--- config.mk ---
export PLATFORM = sky130hd
export DESIGN_NAME = exception_and_low_power_control
export DESIGN_NICKNAME = d
export VERILOG_FILES = /design/src/logic/exc_pkg.sv /design/src/logic/exception_and_low_power_control.sv
export VERILOG_INCLUDE_DIRS = /design/src /design/src/logic
export SDC_FILE = /design/constraint.sdc
export NUM_CORES = 1
export LEC_CHECK = 0
export CAP_MARGIN = 20
export CORE_MARGIN = 5
export CORE_UTILIZATION = 56
export DETAILED_ROUTE_END_ITERATION = 8
export DONT_BUFFER_PORTS = 1
export MAX_ROUTING_LAYER = met4
export PLACE_DENSITY = 0.73
export SETUP_SLACK_MARGIN = 0.15
export SLEW_MARGIN = 10
export SYNTH_ARGS = -nofsm -noshare
export SYNTH_HDL_FRONTEND = slang
export SYNTH_SLANG_ARGS = --single-unit
--- constraint.sdc ---
create_clock -name i_clk -period 2.5 [get_ports i_clk]
set_clock_uncertainty 0.05 [all_clocks]
set_input_delay 0.75 -clock i_clk [delete_from_list [all_inputs] [get_ports i_clk]]
set_output_delay 0.75 -clock i_clk [all_outputs]
set_load 0.005 [all_outputs]
--- src/logic/exc_defines.svh ---
// register offsets, field positions, reset values and timing counts
// assumes inclusion by bare name from the design files
`ifndef EXC_DEFINES_SVH
`define EXC_DEFINES_SVH
`define BWS_OFFSET      2'h0
`define RCS_OFFSET      2'h1
`define BFC_OFFSET      2'h2
`define BWS_BIT         1
`define BFC_BIT         7
`define RC_POR_BIT      7
`define RC_PIN_BIT      6
`define RC_WDG_BIT      5
`define RC_ILLEGAL_OPCODE_FLAG_BIT     4
`define RC_ILLEGAL_ADDRESS_FLAG_BIT     3
`define RC_LVI_BIT      1
`define REG_RESET       8'h00
`define LONG_RECOVERY   13'h1000
`define SHORT_RECOVERY  13'h0020
`define SWI_VECTOR      4'h0
`endif

--- src/logic/exc_pkg.sv ---
// types shared by the exception unit
// state codes are written out here; nothing is taken from exc_defines.svh
package exc_pkg;
    typedef enum logic [2:0] {
        ST_RUN     = 3'h0,
        ST_STACK   = 3'h1,
        ST_WAIT    = 3'h3,
        ST_STOP    = 3'h2,
        ST_RECOVER = 3'h6
    } state_t;
endpackage

--- src/logic/exception_and_low_power_control.sv ---
// exception, break and low-power sequencing beside an 8-bit cpu core
// assumes the core pulses instruction completion and obeys the entry strobe
//
// The strobed register port and the register offsets were decided locally.
`timescale 1ns/1ps
`include "exc_defines.svh"
module exception_and_low_power_control #(
    parameter int NUM_IRQ = 8,
    parameter int VEC_W   = 4
) (
    // clock and reset
    input  wire logic               i_clk,
    input  wire logic               i_sys_rst,
    // register port
    input  wire logic [1:0]         i_addr,
    input  wire logic [7:0]         i_wdata,
    input  wire logic               i_wr,
    input  wire logic               i_rd,
    output logic      [7:0]         o_rdata,
    // cpu core
    input  wire logic               i_instr_done,
    input  wire logic               i_mask_bit,
    input  wire logic [15:0]        i_pc,
    input  wire logic               i_swi_exec,
    input  wire logic               i_rti_exec,
    input  wire logic               i_wait_exec,
    input  wire logic               i_stop_exec,
    output logic                    o_entry,
    output logic      [VEC_W-1:0]   o_vector_sel,
    output logic      [15:0]        o_stack_pc,
    output logic                    o_stack_high_index,
    output logic                    o_set_mask,
    output logic                    o_clear_mask,
    // interrupt sources
    input  wire logic [NUM_IRQ-1:0] i_irq_req,
    input  wire logic [NUM_IRQ-1:0] i_irq_en,
    // break module
    input  wire logic               i_break_req,
    output logic                    o_break_state,
    output logic                    o_flag_clear_en,
    // reset sources
    input  wire logic               i_por,
    input  wire logic               i_ext_rst_n,
    input  wire logic               i_watchdog_rst,
    input  wire logic               i_illegal_opcode,
    input  wire logic               i_illegal_address,
    input  wire logic               i_low_voltage,
    output logic                    o_reset_req,
    // configuration straps
    input  wire logic               i_watchdog_disable,
    input  wire logic               i_short_recovery_select,
    // clock gating
    output logic                    o_cpu_clk_en,
    output logic                    o_bus_clk_en,
    output logic                    o_osc_clk_en,
    output logic                    o_watchdog_run
);

    // =======================================================
    // pin synchroniser
    logic [2:0]            ext_sync_r;
    logic                  ext_low_r;
    logic                  any_reset;

    always_ff @(posedge i_clk) begin
        if (i_sys_rst) begin
            ext_sync_r <= 3'h7;
        end else begin
            ext_sync_r <= {ext_sync_r[1:0], i_ext_rst_n};
        end
    end

    // a glitch seen only in one stage is not taken as a reset
    always_ff @(posedge i_clk) begin
        if (i_sys_rst) begin
            ext_low_r <= 1'b0;
        end else if (ext_sync_r[1] == ext_sync_r[2]) begin
            ext_low_r <= ~ext_sync_r[2];
        end
    end

    assign any_reset = i_por | ext_low_r | i_watchdog_rst |
                       i_illegal_opcode | i_illegal_address | i_low_voltage;
    assign o_reset_req = any_reset;

    // =======================================================
    // arbitration
    logic [NUM_IRQ-1:0]    live;
    logic [NUM_IRQ-1:0]    higher;
    logic [NUM_IRQ-1:0]    winner;
    logic [VEC_W-1:0]      win_code;
    logic                  hw_pending;

    assign live = i_irq_req & i_irq_en;
    assign higher[0] = 1'b0;
    genvar g;
    generate
        for (g = 0; g < NUM_IRQ; g++) begin : g_arb
            if (g > 0) begin : g_hi
                assign higher[g] = higher[g-1] | live[g-1];
            end
            assign winner[g] = live[g] & ~higher[g];
        end
    endgenerate

    always_comb begin
        win_code = `SWI_VECTOR;
        for (int k = NUM_IRQ - 1; k >= 0; k--) begin
            if (winner[k]) begin
                win_code = VEC_W'(k + 1);
            end
        end
    end

    assign hw_pending = (|live) & ~i_mask_bit;

    // =======================================================
    // sequencer
    exc_pkg::state_t       state_r;
    exc_pkg::state_t       state_nxt;
    logic [VEC_W-1:0]      vec_r;
    logic [15:0]           pc_r;
    logic [12:0]           rec_cnt_r;
    logic [12:0]           rec_len;
    logic                  break_state_r;
    logic                  stop_wake;

    assign rec_len = i_short_recovery_select ? `SHORT_RECOVERY
                                             : `LONG_RECOVERY;
    assign stop_wake = |i_irq_req;

    always_comb begin
        state_nxt = state_r;
        if (any_reset) begin
            state_nxt = exc_pkg::ST_RUN;
        end else begin
            unique case (state_r)
                exc_pkg::ST_RUN: begin
                    if (i_break_req || i_swi_exec) begin
                        state_nxt = exc_pkg::ST_STACK;
                    end else if (i_wait_exec) begin
                        state_nxt = exc_pkg::ST_WAIT;
                    end else if (i_stop_exec) begin
                        state_nxt = exc_pkg::ST_STOP;
                    end else if (i_instr_done && hw_pending) begin
                        state_nxt = exc_pkg::ST_STACK;
                    end
                end
                exc_pkg::ST_STACK: begin
                    state_nxt = exc_pkg::ST_RUN;
                end
                exc_pkg::ST_WAIT: begin
                    if (i_break_req || (|live)) begin
                        state_nxt = exc_pkg::ST_STACK;
                    end
                end
                exc_pkg::ST_STOP: begin
                    if (stop_wake) begin
                        state_nxt = exc_pkg::ST_RECOVER;
                    end
                end
                exc_pkg::ST_RECOVER: begin
                    if (rec_cnt_r == rec_len - 13'h0001) begin
                        state_nxt = exc_pkg::ST_STACK;
                    end
                end
                default: begin
                    state_nxt = exc_pkg::ST_RUN;
                end
            endcase
        end
    end

    always_ff @(posedge i_clk) begin
        if (i_sys_rst) begin
            state_r <= exc_pkg::ST_RUN;
        end else begin
            state_r <= state_nxt;
        end
    end

    // the choice is frozen once latched, so a later higher request waits
    always_ff @(posedge i_clk) begin
        if (i_sys_rst || any_reset) begin
            vec_r <= `SWI_VECTOR;
            pc_r  <= 16'h0000;
        end else if (state_nxt == exc_pkg::ST_STACK &&
                     state_r != exc_pkg::ST_STACK &&
                     state_r != exc_pkg::ST_RECOVER) begin
            if (i_break_req || i_swi_exec) begin
                vec_r <= `SWI_VECTOR;
                pc_r  <= i_pc;
            end else begin
                vec_r <= win_code;
                pc_r  <= i_pc - 16'h0001;
            end
        end else if (state_r == exc_pkg::ST_STOP && stop_wake) begin
            vec_r <= win_code;
            pc_r  <= i_pc - 16'h0001;
        end
    end

    // counter sits at zero through stop and only runs in recovery
    always_ff @(posedge i_clk) begin
        if (i_sys_rst || state_r != exc_pkg::ST_RECOVER) begin
            rec_cnt_r <= 13'h0000;
        end else begin
            rec_cnt_r <= rec_cnt_r + 13'h0001;
        end
    end

    always_ff @(posedge i_clk) begin
        if (i_sys_rst || any_reset) begin
            break_state_r <= 1'b0;
        end else if (i_break_req && state_r != exc_pkg::ST_STOP &&
                     state_r != exc_pkg::ST_RECOVER) begin
            break_state_r <= 1'b1;
        end else if (i_rti_exec) begin
            break_state_r <= 1'b0;
        end
    end

    // in run only i_instr_done lets a pending request in; a return does not count as completion
    assign o_entry            = (state_r == exc_pkg::ST_STACK);
    assign o_set_mask         = o_entry;
    assign o_stack_high_index = 1'b0;
    assign o_vector_sel       = vec_r;
    assign o_stack_pc         = pc_r;
    assign o_clear_mask       = ~any_reset &&
                                (state_r == exc_pkg::ST_RUN) &&
                                (i_wait_exec || i_stop_exec);
    assign o_cpu_clk_en       = (state_r == exc_pkg::ST_RUN) ||
                                (state_r == exc_pkg::ST_STACK);
    assign o_bus_clk_en       = (state_r != exc_pkg::ST_STOP) &&
                                (state_r != exc_pkg::ST_RECOVER);
    assign o_osc_clk_en       = (state_r != exc_pkg::ST_STOP);
    assign o_watchdog_run     = ~i_watchdog_disable &&
                                (state_r != exc_pkg::ST_STOP) &&
                                (state_r != exc_pkg::ST_RECOVER);
    assign o_break_state      = break_state_r;

    // =======================================================
    // registers
    logic                  bw_r;
    logic                  break_clear_enable_r;
    logic [7:0]            cause_r;
    logic [7:0]            cause_set;
    logic [7:0]            rdata_r;

    always_comb begin
        cause_set = 8'h00;
        cause_set[`RC_POR_BIT]  = i_por;
        cause_set[`RC_PIN_BIT]  = ext_low_r;
        cause_set[`RC_WDG_BIT]  = i_watchdog_rst & ~i_watchdog_disable;
        cause_set[`RC_ILLEGAL_OPCODE_FLAG_BIT] = i_illegal_opcode;
        cause_set[`RC_ILLEGAL_ADDRESS_FLAG_BIT] = i_illegal_address;
        cause_set[`RC_LVI_BIT]  = i_low_voltage;
    end

    // a cause that lands in the read cycle is kept: set beats clear
    always_ff @(posedge i_clk) begin
        if (i_sys_rst) begin
            cause_r <= `REG_RESET;
        end else if (i_por) begin
            cause_r <= cause_set;
        end else if (i_rd && i_addr == `RCS_OFFSET) begin
            cause_r <= cause_set;
        end else begin
            cause_r <= cause_r | cause_set;
        end
    end

    always_ff @(posedge i_clk) begin
        if (i_sys_rst || any_reset) begin
            bw_r <= 1'b0;
        end else if (state_r == exc_pkg::ST_WAIT && i_break_req) begin
            bw_r <= 1'b1;
        end else if (i_wr && i_addr == `BWS_OFFSET &&
                     !i_wdata[`BWS_BIT]) begin
            bw_r <= 1'b0;
        end
    end

    always_ff @(posedge i_clk) begin
        if (i_sys_rst || any_reset) begin
            break_clear_enable_r <= 1'b0;
        end else if (i_wr && i_addr == `BFC_OFFSET) begin
            break_clear_enable_r <= i_wdata[`BFC_BIT];
        end
    end

    // outside break every clear passes; inside only with the enable
    assign o_flag_clear_en = ~break_state_r | break_clear_enable_r;

    always_ff @(posedge i_clk) begin
        if (i_sys_rst) begin
            rdata_r <= `REG_RESET;
        end else begin
            rdata_r <= 8'h00;
            if (i_rd) begin
                unique case (i_addr)
                    `BWS_OFFSET: rdata_r[`BWS_BIT] <= bw_r;
                    `RCS_OFFSET: rdata_r <= cause_r;
                    `BFC_OFFSET: rdata_r[`BFC_BIT] <= break_clear_enable_r;
                    default:     rdata_r <= 8'h00;
                endcase
            end
        end
    end
    assign o_rdata = rdata_r;

    // cycles since the waking request; a counter stands in for a long repeat
    logic [12:0]           rec_seen_r;

    always_ff @(posedge i_clk) begin
        if (i_sys_rst || any_reset || o_entry) begin
            rec_seen_r <= 13'h0000;
        end else if (state_r == exc_pkg::ST_STOP && stop_wake) begin
            rec_seen_r <= 13'h0001;
        end else if (rec_seen_r != 13'h0000) begin
            rec_seen_r <= rec_seen_r + 13'h0001;
        end
    end
endmodule

==> impl_metrics.sql <==
INSERT INTO impl_metrics (metric_group, metric, value, unit) VALUES
('outcome', 'result_of_the_run', 'complete, no violations', ''),
('layout', 'fill_cells', '419', ''),
('sta', 'worst_slack', '186', 'ps'),
('yosys', 'synth_edf_count', '0', ''),
('place', 'portBuffers', '0', ''),
('layout', 'area_growth', '12.6', '%'),
('yosys', 'post_synth_main_area_contributors', 'sky130_fd_sc_hd__dfxtp_1 41%, sky130_fd_sc_hd__a21oi_1 6.1%, sky130_fd_sc_hd__nor2_1 4.7%', ''),
('power_and_ir_drop', 'vdd.ir_drop.worst', '292', 'µV'),
('cts', 'cts.clk_slew.worst_paths', '100', 'ps'),
('sta', 'final_setup_fails', '0', ''),
('cts', 'ctsRootBufferMaster', 'sky130_fd_sc_hd__clkbuf_8', ''),
('worst_setup_path', 'criticalPathCategory', 'in -> reg', ''),
('place', 'globalplace.congestion', '0.834', ''),
('worst_setup_path', 'critPathRequiredTime', '2700', 'ps'),
('min_path', 'cells_on_worst_hold_path', '1', ''),
('die', 'placementRows', '25', ''),
('worst_setup_path', 'ff2ff_setup_slack', '300', 'ps'),
('yosys', 'yosys.cell_count.top_type', 'sky130_fd_sc_hd__dfxtp_1', ''),
('routing', 'routedWlPerCell', '16.0', 'µm'),
('routing', 'viasPerCell', '5.93', ''),
('yosys', 'combinational_family_with_the_most_area_after_synthesis', 'simple AND/OR/NAND/NOR gates', ''),
('power_and_ir_drop', 'power.density', '501', 'nW/µm²'),
('routing', 'dr_iter_0_viols', '118', ''),
('yosys', 'synth_top_cell_area_share', '40.8', '%'),
('sta', 'finalCritPeriodShare', '92.6', '%'),
('place', 'setup_slack_at_placement', '-94.0', 'ps'),
('routing', 'drt-pass1-iter-count', '4', ''),
('routing', 'detail_route.drc_violations', '0', ''),
('yosys', 'synth-adder-area-share', '2.32', '%'),
('worst_setup_path', 'critPathArrivalTime', '2520', 'ps'),
('yosys', 'synth_async_sr_flop_share', '0', '%'),
('worst_setup_path', 'endpoint_kind_of_the_worst_setup_timing_path', 'flop', ''),
('cts', 'cts_num_sinks', '55', ''),
('yosys', 'synth_cells', '321', ''),
('die', 'die_w', '79.5', 'µm'),
('global_route', 'largest_net_degree_at_the_start_of_global_routing', '24', ''),
('yosys', 'synth_area_per_cell', '8.42', 'µm²'),
('power_and_ir_drop', 'static-leakage-power', '1.03', 'nW'),
('yosys', 'yosys_warnings', '0', ''),
('yosys', 'synth_top_area_cell', 'sky130_fd_sc_hd__dfxtp_1', ''),
('worst_setup_path', 'critical_path.startpoint_type', 'input pin', ''),
('cts', 'clockBufferDepth', '2', ''),
('run', 'drv_cap', '0', ''),
('die', 'area_of_the_core_region', '4690', 'µm²'),
('power_and_ir_drop', 'fin_total_pwr', '1.52', 'mW'),
('min_path', 'worst_hold_startpoint', 'ext_sync_r[0]', ''),
('routing', 'antenna_left', '0', ''),
('worst_setup_path', 'cp-startpoint', 'i_stop_exec', ''),
('layout', 'fin_nets', '408', ''),
('sta', 'fmax', '432', 'MHz'),
('die', 'boundaryPins', '100', ''),
('sta', 'slew_violations', '0', ''),
('worst_setup_path', 'biggest_fanout_along_the_worst_timing_path', '8', ''),
('routing', 'routed-via-count', '2355', ''),
('yosys', 'ys_seq_elements', '55', ''),
('cts', 'cts_htree_levels', '2', ''),
('die', 'initial_utilization', '57.6', '%'),
('yosys', 'yosys_most_used_dff', 'sky130_fd_sc_hd__dfxtp_1', ''),
('sta', 'report.final.hold_viol_count', '0', ''),
('layout', 'final_area', '3040', 'µm²'),
('place', 'place_area', '2900', 'µm²'),
('worst_setup_path', 'beginning_of_the_worst_register_to_register_path', 'state_r[1]', ''),
('yosys', 'synth.yosys.seq_area_share', '40.8', '%'),
('layout', 'fraction_of_layout_cells_with_a_size_suffix_above_1', '15.2', '%'),
('global_route', 'grt_overflow_total', '0', ''),
('sta', 'totalNegativeSetupSlack', '0', 'ps'),
('routing', 'wirelength', '6.34', 'mm'),
('place', 'dp_hpwl', '4.70', 'mm'),
('worst_setup_path', 'rr_endpoint', 'o_stack_pc[0]', ''),
('yosys', 'yosys-mux-area-fraction', '0', '%'),
('global_route', 'vias_in_the_first_global_route', '2198', '');
[cells in the final DEF (no fill, tap or decap), drive strengths merged, types with 4 or more instances in the layout]
cell type / count
clkbuf: 5
nor3b: 4
xnor2: 10
nand3: 10
nor2: 34
or3: 9
a31oi: 4
or2: 9
inv: 12
nand4: 5
o31ai: 5
xor2: 9
buf: 28
nor3: 7
nand2: 26
a21oi: 33
o21ai: 19
a22oi: 4
nor4: 7
ha: 5
dfxtp: 55
or4: 4
[registers in the layout, summed over array words and instances (netlist names)]
register and cells:
bw_r 1, break_clear_enable_r 1, rec_cnt_r 13, o_vector_sel 4, o_rdata 6, state_r 3
o_break_state 1, cause_r 6, o_stack_pc 16, ext_low_r 1, ext_sync_r 3
[report_power, final]
| group | leakage [nW] | switching [mW] | total, mW | internal [mW] |
|---|---|---|---|---|
| Clock | 0.0467 | 0.314 | 0.522 | 0.208 |
| Sequential | 0.445 | 0.00434 | 0.888 | 0.884 |
| Combinational | 0.534 | 0.0543 | 0.113 | 0.0588 |
[per-stage QoR]
step           instances  hold slack (ps)
6_report             397              374
5_1_grt              397              423
4_1_cts              394              376
3_5_place_dp         386              347
3_3_place_gp         386              342
2_1_floorplan        323              339
[cell families (layout without fill, tap and decap cells)]
| group | after synthesis | in the layout |
|---|---|---|
| AND/OR/NAND/NOR | 128 | 128 |
| AO/OA/AOI/OAI | 87 | 87 |
| flip-flops | 55 | 55 |
| buffers and inverters | 26 | 46 |
| XOR/XNOR | 19 | 19 |
| adder cells (fa/ha/maj) | 5 | 5 |
| other | 1 | 3 |
[worst max-delay path, cell delays in order]
cell                      delay, ps
sky130_fd_sc_hd__or2_1          240
sky130_fd_sc_hd__a21oi_2        150
sky130_fd_sc_hd__o32ai_2        130
sky130_fd_sc_hd__buf_4          190
sky130_fd_sc_hd__o31a_1         400
sky130_fd_sc_hd__or4b_1         510
sky130_fd_sc_hd__a21oi_1        150
[area by class of cell]
| cell class | count | area (µm²) | area share, % |
|---|---|---|---|
| clock inverter | 3 | 27.5 | 0.905 |
| clock buffer | 5 | 68.8 | 2.26 |
| tap | 54 | 67.6 | 2.22 |
| inverter | 10 | 37.5 | 1.23 |
| sequential | 55 | 1100 | 36.2 |
| timing repair buffer | 28 | 223 | 7.32 |
| multi-input combinational | 242 | 1520 | 49.9 |
[how the worst max path moves through the flow]
stage	to	slack (ps)	depth (start not counted)
floorplan	o_stack_pc[10]	100	8
global placement	o_vector_sel[3]	-90	8
detailed placement	o_stack_pc[0]	-90	8
CTS	o_stack_pc[0]	200	8
global route	o_stack_pc[0]	80	8
finish	o_vector_sel[3]	190	7
[timing repair]
| action | CTS | global route |
|---|---|---|
| setup endpoints to repair | 0 | 19 |
| gates resized for setup | 0 | 15 |
| buffers inserted | 0 | 3 |
| hold buffers | 0 | 0 |
[layer usage]
metal | vias up | GRT usage (%) | share of wire, %
met3 | 5 | 6.32 | 9.3
met2 | 79 | 33.0 | 48
met1 | 1073 | 24.4 | 41
li1 | 1198 | - | -
met4 | 0 | 5.67 | 0.99
met5 | - | - | 0
Note: power is estimated with default switching activity, not from simulation.
